## config.mk

```make
export PLATFORM = sky130hd
export DESIGN_NAME = dirb_regs
export DESIGN_NICKNAME = d
export VERILOG_FILES = /design/src/hw/dirb_pkg.sv /design/src/hw/dirb_rate_div.sv /design/src/hw/dirb_regs.sv
export VERILOG_INCLUDE_DIRS = /design/src /design/src/hw
export SDC_FILE = /design/constraint.sdc
export NUM_CORES = 1
export LEC_CHECK = 0
export BUFFER_PORTS_ARGS = -buffer_cell sky130_fd_sc_hd__buf_2
export CAP_MARGIN = 20
export CORE_ASPECT_RATIO = 0.5
export CORE_MARGIN = 4
export CORE_UTILIZATION = 55
export DETAILED_ROUTE_END_ITERATION = 10
export PLACE_DENSITY_LB_ADDON = 0.08
export SKIP_CTS_REPAIR_TIMING = 1
export SLEW_MARGIN = 5
export SYNTH_ARGS = -nofsm -noshare
export SYNTH_HDL_FRONTEND = slang
export SYNTH_SLANG_ARGS = --single-unit
export TNS_END_PERCENT = 50
```

## constraint.sdc

```tcl
create_clock -name mclk_in -period 6 [get_ports mclk_in]
set_clock_uncertainty 0.1 [all_clocks]
set_input_delay 0.3 -clock mclk_in [delete_from_list [all_inputs] [get_ports mclk_in]]
set_output_delay 0.3 -clock mclk_in [all_outputs]
set_load 0.005 [all_outputs]
```

## src/hw/dirb_map.svh

```systemverilog
// register offsets, field positions, reset values and timing counts for the output/bypass bank
`ifndef DIRB_MAP_SVH
`define DIRB_MAP_SVH
`define DIRB_ADDR_FAST_RATE 8'h4e
`define DIRB_ADDR_INTERP 8'h4f
`define DIRB_ADDR_BYPASS 8'h54
`define DIRB_RESET_FAST_RATE 8'h00
`define DIRB_RESET_INTERP 8'h00
`define DIRB_RESET_BYPASS 8'h00
`define DIRB_DIV_LSB 0
`define DIRB_DIV_MSB 2
`define DIRB_MODE_LSB 3
`define DIRB_MODE_MSB 5
`define DIRB_RATE_LSB 6
`define DIRB_RATE_MSB 7
`define DIRB_SKIP_B_BIT 5
`define DIRB_SKIP_A_BIT 4
`define DIRB_FAST_CORE_SEL 2'h3
`define DIRB_RATE_FULL 2'h0
`define DIRB_RATE_QUARTER 2'h1
`define DIRB_RATE_EIGHTH 2'h2
`define DIRB_FACTOR_FULL 4'h1
`define DIRB_FACTOR_QUARTER 4'h4
`define DIRB_FACTOR_EIGHTH 4'h8
`define DIRB_DIV8 5'h08
`define DIRB_DIV9 5'h09
`define DIRB_DIV10 5'h0a
`define DIRB_DIV12 5'h0c
`define DIRB_DIV14 5'h0e
`define DIRB_DIV16 5'h10
`endif

```

## src/hw/dirb_pkg.sv

```systemverilog
// types shared by the output interpolation / volume bypass bank
package dirb_pkg;
  typedef enum logic [1:0] {
    DIRB_COMPENSATED,
    DIRB_ZERO_ORDER_HOLD,
    DIRB_LINEAR
  } dirb_interp_t;

  typedef struct packed {
    logic [7:0] addr;
    logic [7:0] wdata;
    logic wr;
    logic rd;
  } dirb_req_t;

  typedef struct packed {
    dirb_interp_t output_channel_a;
    dirb_interp_t output_channel_b;
    logic [3:0] rate_factor;
  } dirb_out_cfg_t;

  typedef struct packed {
    logic out_b_volume_skip;
    logic out_a_volume_skip;
    logic in3_volume_skip;
    logic in2_volume_skip;
    logic in1_volume_skip;
    logic in0_volume_skip;
  } dirb_skip_t;

  typedef struct packed {
    logic [4:0] count;
    logic tick;
  } dirb_div_state_t;

  typedef struct packed {
    logic [7:0] fast_rate;
    logic [7:0] output_interp_control;
    logic [7:0] volume_bypass_control;
    logic [2:0] applied_div;
    dirb_out_cfg_t cfg;
    dirb_skip_t skip;
    logic [7:0] rdata;
    logic rvalid;
  } dirb_state_t;
endpackage

```

## src/hw/dirb_rate_div.sv

```systemverilog
// fast-rate tick generator dividing the master clock by the period (8 to 16) that the applied code selects
`timescale 1ns/10ps
`include "dirb_map.svh"
module dirb_rate_div (
  input wire logic mclk_in,
  input wire logic resetn_in,
  input wire logic clk_en_in,
  input wire logic run_in,
  input wire logic [2:0] div_code_in,
  output logic tick_out
);
  dirb_pkg::dirb_div_state_t state;
  dirb_pkg::dirb_div_state_t next_state;
  logic [4:0] period;

  always_comb begin
    case (div_code_in)
      3'h0: period = `DIRB_DIV8;
      3'h1: period = `DIRB_DIV9;
      3'h2: period = `DIRB_DIV10;
      3'h3: period = `DIRB_DIV12;
      3'h4: period = `DIRB_DIV14;
      3'h5: period = `DIRB_DIV16;
      default: period = `DIRB_DIV8;
    endcase
  end

  always_comb begin
    next_state = state;
    next_state.tick = 1'b0;
    if (!run_in) begin
      next_state.count = 5'h00;
    end else if (state.count >= period - 5'h01) begin
      next_state.count = 5'h00;
      next_state.tick = 1'b1;
    end else begin
      next_state.count = state.count + 5'h01;
    end
  end

  always_ff @(posedge mclk_in or negedge resetn_in) begin
    if (!resetn_in) begin
      state <= '0;
    end else if (clk_en_in) begin
      state <= next_state;
    end
  end

  assign tick_out = state.tick;
endmodule

```

## src/hw/dirb_regs.sv

```systemverilog
// output interpolation, fast-rate divider and volume bypass register bank
`timescale 1ns/10ps
`include "dirb_map.svh"
module dirb_regs (
  input wire logic mclk_in,
  input wire logic resetn_in,
  input wire logic clk_en_in,
  input wire dirb_pkg::dirb_req_t req_in,
  input wire logic core_run_in,
  input wire logic [1:0] core_rate_select_in,
  output logic [7:0] rdata_out,
  output logic rvalid_out,
  output logic [2:0] applied_div_out,
  output logic fast_tick_out,
  output dirb_pkg::dirb_out_cfg_t out_cfg_out,
  output dirb_pkg::dirb_skip_t skip_out
);
  localparam int SKIP_W = 6;
  dirb_pkg::dirb_state_t state;
  dirb_pkg::dirb_state_t next_state;
  logic [2:0] mode;
  logic [1:0] rate;
  logic wr_fast;
  logic wr_interp;
  logic wr_bypass;
  logic [7:0] read_word;
  logic [2:0] next_div;
  logic [3:0] rate_factor;
  dirb_pkg::dirb_interp_t interp_a;
  dirb_pkg::dirb_interp_t interp_b;
  logic [SKIP_W-1:0] skip_bits;

  // ----------------------------------------
  // write address decode
  // ----------------------------------------
  always_comb begin
    // a write to an unmapped offset selects nothing and is dropped
    wr_fast = 1'b0;
    wr_interp = 1'b0;
    wr_bypass = 1'b0;
    if (req_in.addr == `DIRB_ADDR_FAST_RATE) begin
      wr_fast = req_in.wr;
    end else if (req_in.addr == `DIRB_ADDR_INTERP) begin
      wr_interp = req_in.wr;
    end else if (req_in.addr == `DIRB_ADDR_BYPASS) begin
      wr_bypass = req_in.wr;
    end
  end

  // ----------------------------------------
  // read data select
  // ----------------------------------------
  always_comb begin
    if (req_in.addr == `DIRB_ADDR_FAST_RATE) begin
      read_word = state.fast_rate;
    end else if (req_in.addr == `DIRB_ADDR_INTERP) begin
      read_word = state.output_interp_control;
    end else if (req_in.addr == `DIRB_ADDR_BYPASS) begin
      read_word = state.volume_bypass_control;
    end else begin
      // unmapped offsets read as zero
      read_word = 8'h00;
    end
  end

  // ----------------------------------------
  // divider code hand-off
  // ----------------------------------------
  always_comb begin
    // the code is frozen while the core runs so the tick period never shifts under it
    next_div = state.applied_div;
    if (!core_run_in) begin
      next_div = state.fast_rate[`DIRB_DIV_MSB:`DIRB_DIV_LSB];
    end
  end

  // ----------------------------------------
  // output converter rate decode
  // ----------------------------------------
  always_comb begin
    rate = state.output_interp_control[`DIRB_RATE_MSB:`DIRB_RATE_LSB];
    case (rate)
      `DIRB_RATE_FULL: rate_factor = `DIRB_FACTOR_FULL;
      `DIRB_RATE_QUARTER: rate_factor = `DIRB_FACTOR_QUARTER;
      `DIRB_RATE_EIGHTH: rate_factor = `DIRB_FACTOR_EIGHTH;
      // reserved code 11 falls back to the core rate
      default: rate_factor = `DIRB_FACTOR_FULL;
    endcase
  end

  // ----------------------------------------
  // interpolation mode decode
  // ----------------------------------------
  always_comb begin
    mode = state.output_interp_control[`DIRB_MODE_MSB:`DIRB_MODE_LSB];
    case (mode)
      3'h0: begin
        interp_a = dirb_pkg::DIRB_COMPENSATED;
        interp_b = dirb_pkg::DIRB_COMPENSATED;
      end
      3'h1: begin
        interp_a = dirb_pkg::DIRB_ZERO_ORDER_HOLD;
        interp_b = dirb_pkg::DIRB_COMPENSATED;
      end
      3'h2: begin
        interp_a = dirb_pkg::DIRB_COMPENSATED;
        interp_b = dirb_pkg::DIRB_ZERO_ORDER_HOLD;
      end
      3'h3: begin
        interp_a = dirb_pkg::DIRB_ZERO_ORDER_HOLD;
        interp_b = dirb_pkg::DIRB_ZERO_ORDER_HOLD;
      end
      3'h4: begin
        interp_a = dirb_pkg::DIRB_LINEAR;
        interp_b = dirb_pkg::DIRB_COMPENSATED;
      end
      3'h5: begin
        interp_a = dirb_pkg::DIRB_COMPENSATED;
        interp_b = dirb_pkg::DIRB_LINEAR;
      end
      3'h6: begin
        interp_a = dirb_pkg::DIRB_LINEAR;
        interp_b = dirb_pkg::DIRB_LINEAR;
      end
      default: begin
        // undefined code 111 falls back to both compensated
        interp_a = dirb_pkg::DIRB_COMPENSATED;
        interp_b = dirb_pkg::DIRB_COMPENSATED;
      end
    endcase
  end

  // ----------------------------------------
  // volume bypass decode, one bit per channel
  // ----------------------------------------
  for (genvar g = 0; g < SKIP_W; g++) begin : g_skip
    // bit 5 is output B, bit 4 output A, bits 3..0 input channels 3..0
    assign skip_bits[g] = state.volume_bypass_control[g];
  end

  // ----------------------------------------
  // next state
  // ----------------------------------------
  always_comb begin
    next_state = state;
    next_state.rvalid = 1'b0;
    if (wr_fast) begin
      next_state.fast_rate = req_in.wdata;
    end
    if (wr_interp) begin
      next_state.output_interp_control = req_in.wdata;
    end
    if (wr_bypass) begin
      next_state.volume_bypass_control = req_in.wdata;
    end
    // a read in the same cycle as a write returns the old value
    if (req_in.rd) begin
      next_state.rvalid = 1'b1;
      next_state.rdata = read_word;
    end
    next_state.applied_div = next_div;
    // decoded settings lag the register by one clock
    next_state.cfg.output_channel_a = interp_a;
    next_state.cfg.output_channel_b = interp_b;
    next_state.cfg.rate_factor = rate_factor;
    next_state.skip = skip_bits;
  end

  // ----------------------------------------
  // state register
  // ----------------------------------------
  always_ff @(posedge mclk_in or negedge resetn_in) begin
    if (!resetn_in) begin
      state <= '0;
      state.fast_rate <= `DIRB_RESET_FAST_RATE;
      state.output_interp_control <= `DIRB_RESET_INTERP;
      state.volume_bypass_control <= `DIRB_RESET_BYPASS;
      state.cfg.rate_factor <= `DIRB_FACTOR_FULL;
    end else if (clk_en_in) begin
      state <= next_state;
    end
  end

  // ----------------------------------------
  // fast-rate divider
  // ----------------------------------------
  dirb_rate_div u_div (
    .mclk_in(mclk_in),
    .resetn_in(resetn_in),
    .clk_en_in(clk_en_in),
    .run_in(core_rate_select_in == `DIRB_FAST_CORE_SEL),
    .div_code_in(state.applied_div),
    .tick_out(fast_tick_out)
  );

  // ----------------------------------------
  // output drive
  // ----------------------------------------
  assign rdata_out = state.rdata;
  assign rvalid_out = state.rvalid;
  assign applied_div_out = state.applied_div;
  assign out_cfg_out = state.cfg;
  assign skip_out = state.skip;
endmodule

```

---- Word-level counts from Yosys, hierarchy flattened ----
Cells that the tools add are included.
storage, ports and cells
  output and inout bits ................... 27
  input bits .............................. 24
  register bits after elaboration ......... 56
  word-level logic and storage cells ...... 65
cells by class
  muxes and demuxes ....................... 18
  magnitude comparators ................... 1
  equality and inequality tests ........... 17
  bitwise operators ....................... 1
  reductions and logical operators ........ 9
  $add $sub $neg .......................... 2
operator list
  kind                 count
  $pmux 5 s5           1
  $eq 8x7->1 const B   3
  $mux 8               3
  $eq 3x3->1 const B   5
  $eq 3x2->1 const B   4
  $mux 5               2
  $reduce_and 2->1     5
  $mux 1               9
  $pmux 2 s2           2
  $pmux 4 s2           1
  $reduce_or 2->1      4
  $eq 3x1->1 const B   2
  $add 5x1->5 const B  1
  $ge 5x5->1           1
  $sub 5x1->5 const B  1
  $eq 2x2->1 const B   2
  $eq 2x1->1 const B   1
  $not 1->1            1

---- Longest topological paths before layout ----
  depth after elaboration ................. 6
  depth in mapped cells ................... 9

---- Modules after synthesis ----
A second synthesis with hierarchy kept.
unflattened totals
  cell total of the unflattened synthesis .. 252
  area total of the unflattened synthesis .. 2,897.8 um2
modules (own cells, without submodules)
  module         sequential area each (um2)  cells each  area each (um2)  instances
  dirb_regs      1,227.4                     200         2,421.1          1
  dirb_rate_div  150.1                       52          476.7            1

---- Least setup slack after synthesis ----
No wires, ideal clock.
  path type ............................... flip-flop to flip-flop
  start ................................... register state, in the netlist applied_div_out[2]
  end ..................................... register u_div.state[3] (netlist bit)
  setup slack ............................. 3.597 ns
  stages on the path, launching flop included .. 8
  arrival time ............................ 2.188 ns
  path buffers ............................ 0
  setup time .............................. 0.116 ns
  required time ........................... 5.784 ns
  cell sequence ........................... dfrtp_1 > or3b_2 > ha_1 > nand4bb_1 > ha_1 > a211oi_1 > o21ai_0 > o311ai_0
between the ends
  word-level cells in the longest chain between the ends .. 6
  elaborated cells between the ends (all ways) .. 10
  classes of those cells .................. 1 x add/sub; 1 x order compare; 5 x eq/ne; 3 x mux
ends and longest elaborated chain
  item                                      line                 text
  start: declaration                        dirb_regs.sv:19      dirb_pkg::dirb_state_t state;
  start signal: assignment                  dirb_regs.sv:180     state <= next_state;
  $eq 3x3->1, or another cell as far along  dirb_rate_div.sv:17  case (div_code_in)
  $pmux 5 s5 (*)                            dirb_rate_div.sv:17
  $sub 5x1->5 (*)                           dirb_rate_div.sv:33  end else if (state.count >= period - 5'h01) begin
  $ge 5x5->1 (*)                            dirb_rate_div.sv:33
  $mux 5 (*)                                dirb_rate_div.sv:33
  $mux 5 (*)                                dirb_rate_div.sv:31  if (!run_in) begin
  end signal: assignment                    dirb_rate_div.sv:45  state <= next_state;
  end: declaration                          dirb_rate_div.sv:12  dirb_pkg::dirb_div_state_t state;
Mark *: on every way between the ends. The rest lies on a longest branch, timed or not.
A chain may end at the register's enable or synchronous reset.

---- Final worst setup path ----
Ends and elaborated chain as after synthesis.

==> impl_metrics.toml <==
[run_status]
run_status = "finished, final reports clean"

[worst_setup_path]
timing.setup.critical_path_class = "flip-flop to flip-flop"
critPathRequiredTime_ns = 6.10
crit_arrival_ns = 2.70
cells_on_worst_reg2reg_path = 7
crit_fanout = 8
critical_path_startpoint_category = "flip-flop"
endpoint_kind = "flip-flop"

[synth]
synthDominantAreaCellType = "sky130_fd_sc_hd__dfrtp_1"
synth-main-ff-cell = "sky130_fd_sc_hd__dfrtp_1"
mappedNetlistNets = 282
yosys_warnings = 0
post_synth_main_area_contributors = "sky130_fd_sc_hd__dfrtp_1, sky130_fd_sc_hd__mux2_2, sky130_fd_sc_hd__buf_4"
synth_cell_type_count = 45
average_cell_area_after_synthesis_um2 = 11.49
async_flop_share_pct = 100.0
number_of_flops_mapped_to_enable_cells_by_yosys = 0
post_synth_inst_count = 249
synth.most_common_cell = "sky130_fd_sc_hd__dfrtp_1"
synth-seq-cells = 55
synthTopCellsByCount = "sky130_fd_sc_hd__dfrtp_1, sky130_fd_sc_hd__mux2_2, sky130_fd_sc_hd__buf_4"
synth_largest_type_area_fraction_pct = 47.24
yosysSeqAreaShare_pct = 48.16
synth.cell_area_mm2 = 0.002860

[detailed_routing]
drc_errors = 0
vias_per_cell = 5.453
vias = 1876
antenna_violating_nets_post_route = 0
drtIter0Drc = 66
postRouteWirelength_um = 5444
wire_per_inst_um = 15.83
first_pass_drt_iterations = 4

[clock_network]
htree_levels = 2
cts_buffer_depth = 2
cts_tree = "done"
clock_sink_count = 55
clk_latency_ns = 0.31
clkTransAtPathRegs_ns = 0.10
cts_root_buffer = "sky130_fd_sc_hd__clkbuf_8"
number_of_buffers_created_by_cts = 5

[final_layout]
nets = 306
drive_above_1_share_pct = 35.77
finish.cell_count_without_fillers = 344
antenna_cells = 0
layout-area-overhead-vs-synth_pct = 8.005
utilization_pct = 62.07
finalInstanceArea_mm2 = 0.003089

[sta]
rsz0062_at_grt = "no"
worst_pin_slew_ns = 0.8542
fmax_mhz = 384.6
drv_slew = 0
final_min_period_over_clock_period_pct = 43.34
worst_slew_margin_rel_pct = 43.02
setup_viol = 0
layout_setup_ws_ns = 3.400
hold-worst-slack_ns = 0.005826
timing.final.crit_period_ns = 2.600
timing.setup.tns_ns = 0
hold_violations = 0

[power]
total_power_uw = 729.3
power_per_cell_area_mw_per_mm2 = 236.1
vdd_drop_max_uv = 180.7
p_leak_nw = 1.506

[floorplan]
effective_utilization_at_floorplan_pct = 57.47
number_of_placement_rows = 18
fp.dieW_um = 110.0
boundary_pin_count = 51
die_h_um = 58.99
design.die.area_mm2 = 0.006488
core_area_mm2 = 0.004977

[global_route]
most_used_routing_layer = "met2"
global_route_met3_usage_pct = 4.679
first_global_vias = 1899
grt_first_pass_wirelength_um = 8983
groute.usage.overall_pct = 18.17
grt_max_degree = 56
grt_antenna_before_repair = 0
grt.met1_usage_pct = 23.53
grt_overflow_total = 0
grt_util_met2_pct = 31.90

[placed_design]
placed_area_mm2 = 0.002974
pre_cts_slack_ns = 3.414
numPortBuffers = 49
hpwl_um = 3970
place_inst = 336
globalplace.congestion = 0.8740

[min_path]
hold_class = "primary input to async pin"

[job]
drv.max_cap_violation_count = 0
placed cells by master, fill, tap and decap left out, drive strengths merged, types with 2 or more instances in the layout:
cell	Yosys	routed
a211oi	2	2
a21oi	9	9
a31oi	3	3
a32oi	5	5
and2	2	2
and4	2	2
buf	28	50
clkbuf	5	5
dfrtp	54	54
ha	9	9
inv	11	12
mux2	36	36
mux2i	3	3
nand2	13	13
nand2b	13	13
nand3	5	5
nand3b	3	3
nand4bb	2	2
nor2	2	2
nor4b	2	2
o21ai	12	12
o22ai	10	10
xor2	2	2
cells by family (layout without fill, tap and decap cells):
group / Yosys count / after routing / synth area share (%)
AOI/OAI and AO/OA: 45 / 45 / 9.711
xor gates and xnor gates: 3 / 3 / 0.9188
adders and majority gates: 9 / 9 / 3.937
buffers and inverters: 44 / 69 / 9.361
DFF: 55 / 55 / 48.16
muxes: 39 / 39 / 16.27
other: 1 / 1 / 0.1311
and+or+nand+nor: 53 / 53 / 11.51
path summary, 6_finish.rpt:
check,slack [ns],startpoint,to
min in group mclk_in,0.12,req_in[9],rate[1]$_DFFE_PN0P_
setup / recovery,3.40,applied_div_out[2]$_DFFE_PN0P_,u_div.state[3]$_DFFE_PN0P_
hold reg to reg,0.41,skip_out[2]$_DFFE_PN0P_,skip_out[2]$_DFFE_PN0P_
hold / removal,0.006,resetn_in,u_div.state[4]$_DFFE_PN0P_
max in group asynchronous,5.33,resetn_in,applied_div_out[0]$_DFFE_PN0P_
setup reg to reg,3.40,applied_div_out[2]$_DFFE_PN0P_,u_div.state[3]$_DFFE_PN0P_
metal layers:
metal	wire length [um]	share of wire, %
met3	216	4.0
met2	2607	48
met5	0	0
met4	10	0.18
met1	2610	48
registers in the layout (all words and copies together), names as in the netlist:
name and flops:
out_cfg_out 7, rvalid_out 1, u_div.tick_out 1, state 13, next_state 6, mode 3
u_div.state 5, applied_div_out 3, rdata_out 8, rate 2, skip_out 6
report_power, final:
group          internal (mW)  switching (mW)  total (mW)
Combinational         0.0363          0.0396      0.0759
Clock                  0.126           0.129       0.255
Sequential             0.387          0.0113       0.399
critical path: stages (launching register included):
cell                        delay, ns
sky130_fd_sc_hd__dfrtp_1         0.47
sky130_fd_sc_hd__or3b_2          0.52
sky130_fd_sc_hd__ha_1            0.23
sky130_fd_sc_hd__nand4bb_1       0.19
sky130_fd_sc_hd__ha_1            0.34
sky130_fd_sc_hd__a211oi_1        0.21
sky130_fd_sc_hd__o21ai_0         0.14
sky130_fd_sc_hd__o311ai_0        0.29
final cells by class:
| cell class | instances | area (um^2) |
|---|---|---|
| inverters | 11 | 41.29 |
| clock buffers | 5 | 68.82 |
| clock inverters | 3 | 46.29 |
| well taps | 70 | 87.58 |
| repair buffers | 50 | 252.7 |
| multi-input cells | 150 | 1215 |
| flip-flops and latches | 55 | 1378 |
| fillers | 435 | 1888 |
Note: power is estimated with default switching activity, not from simulation.
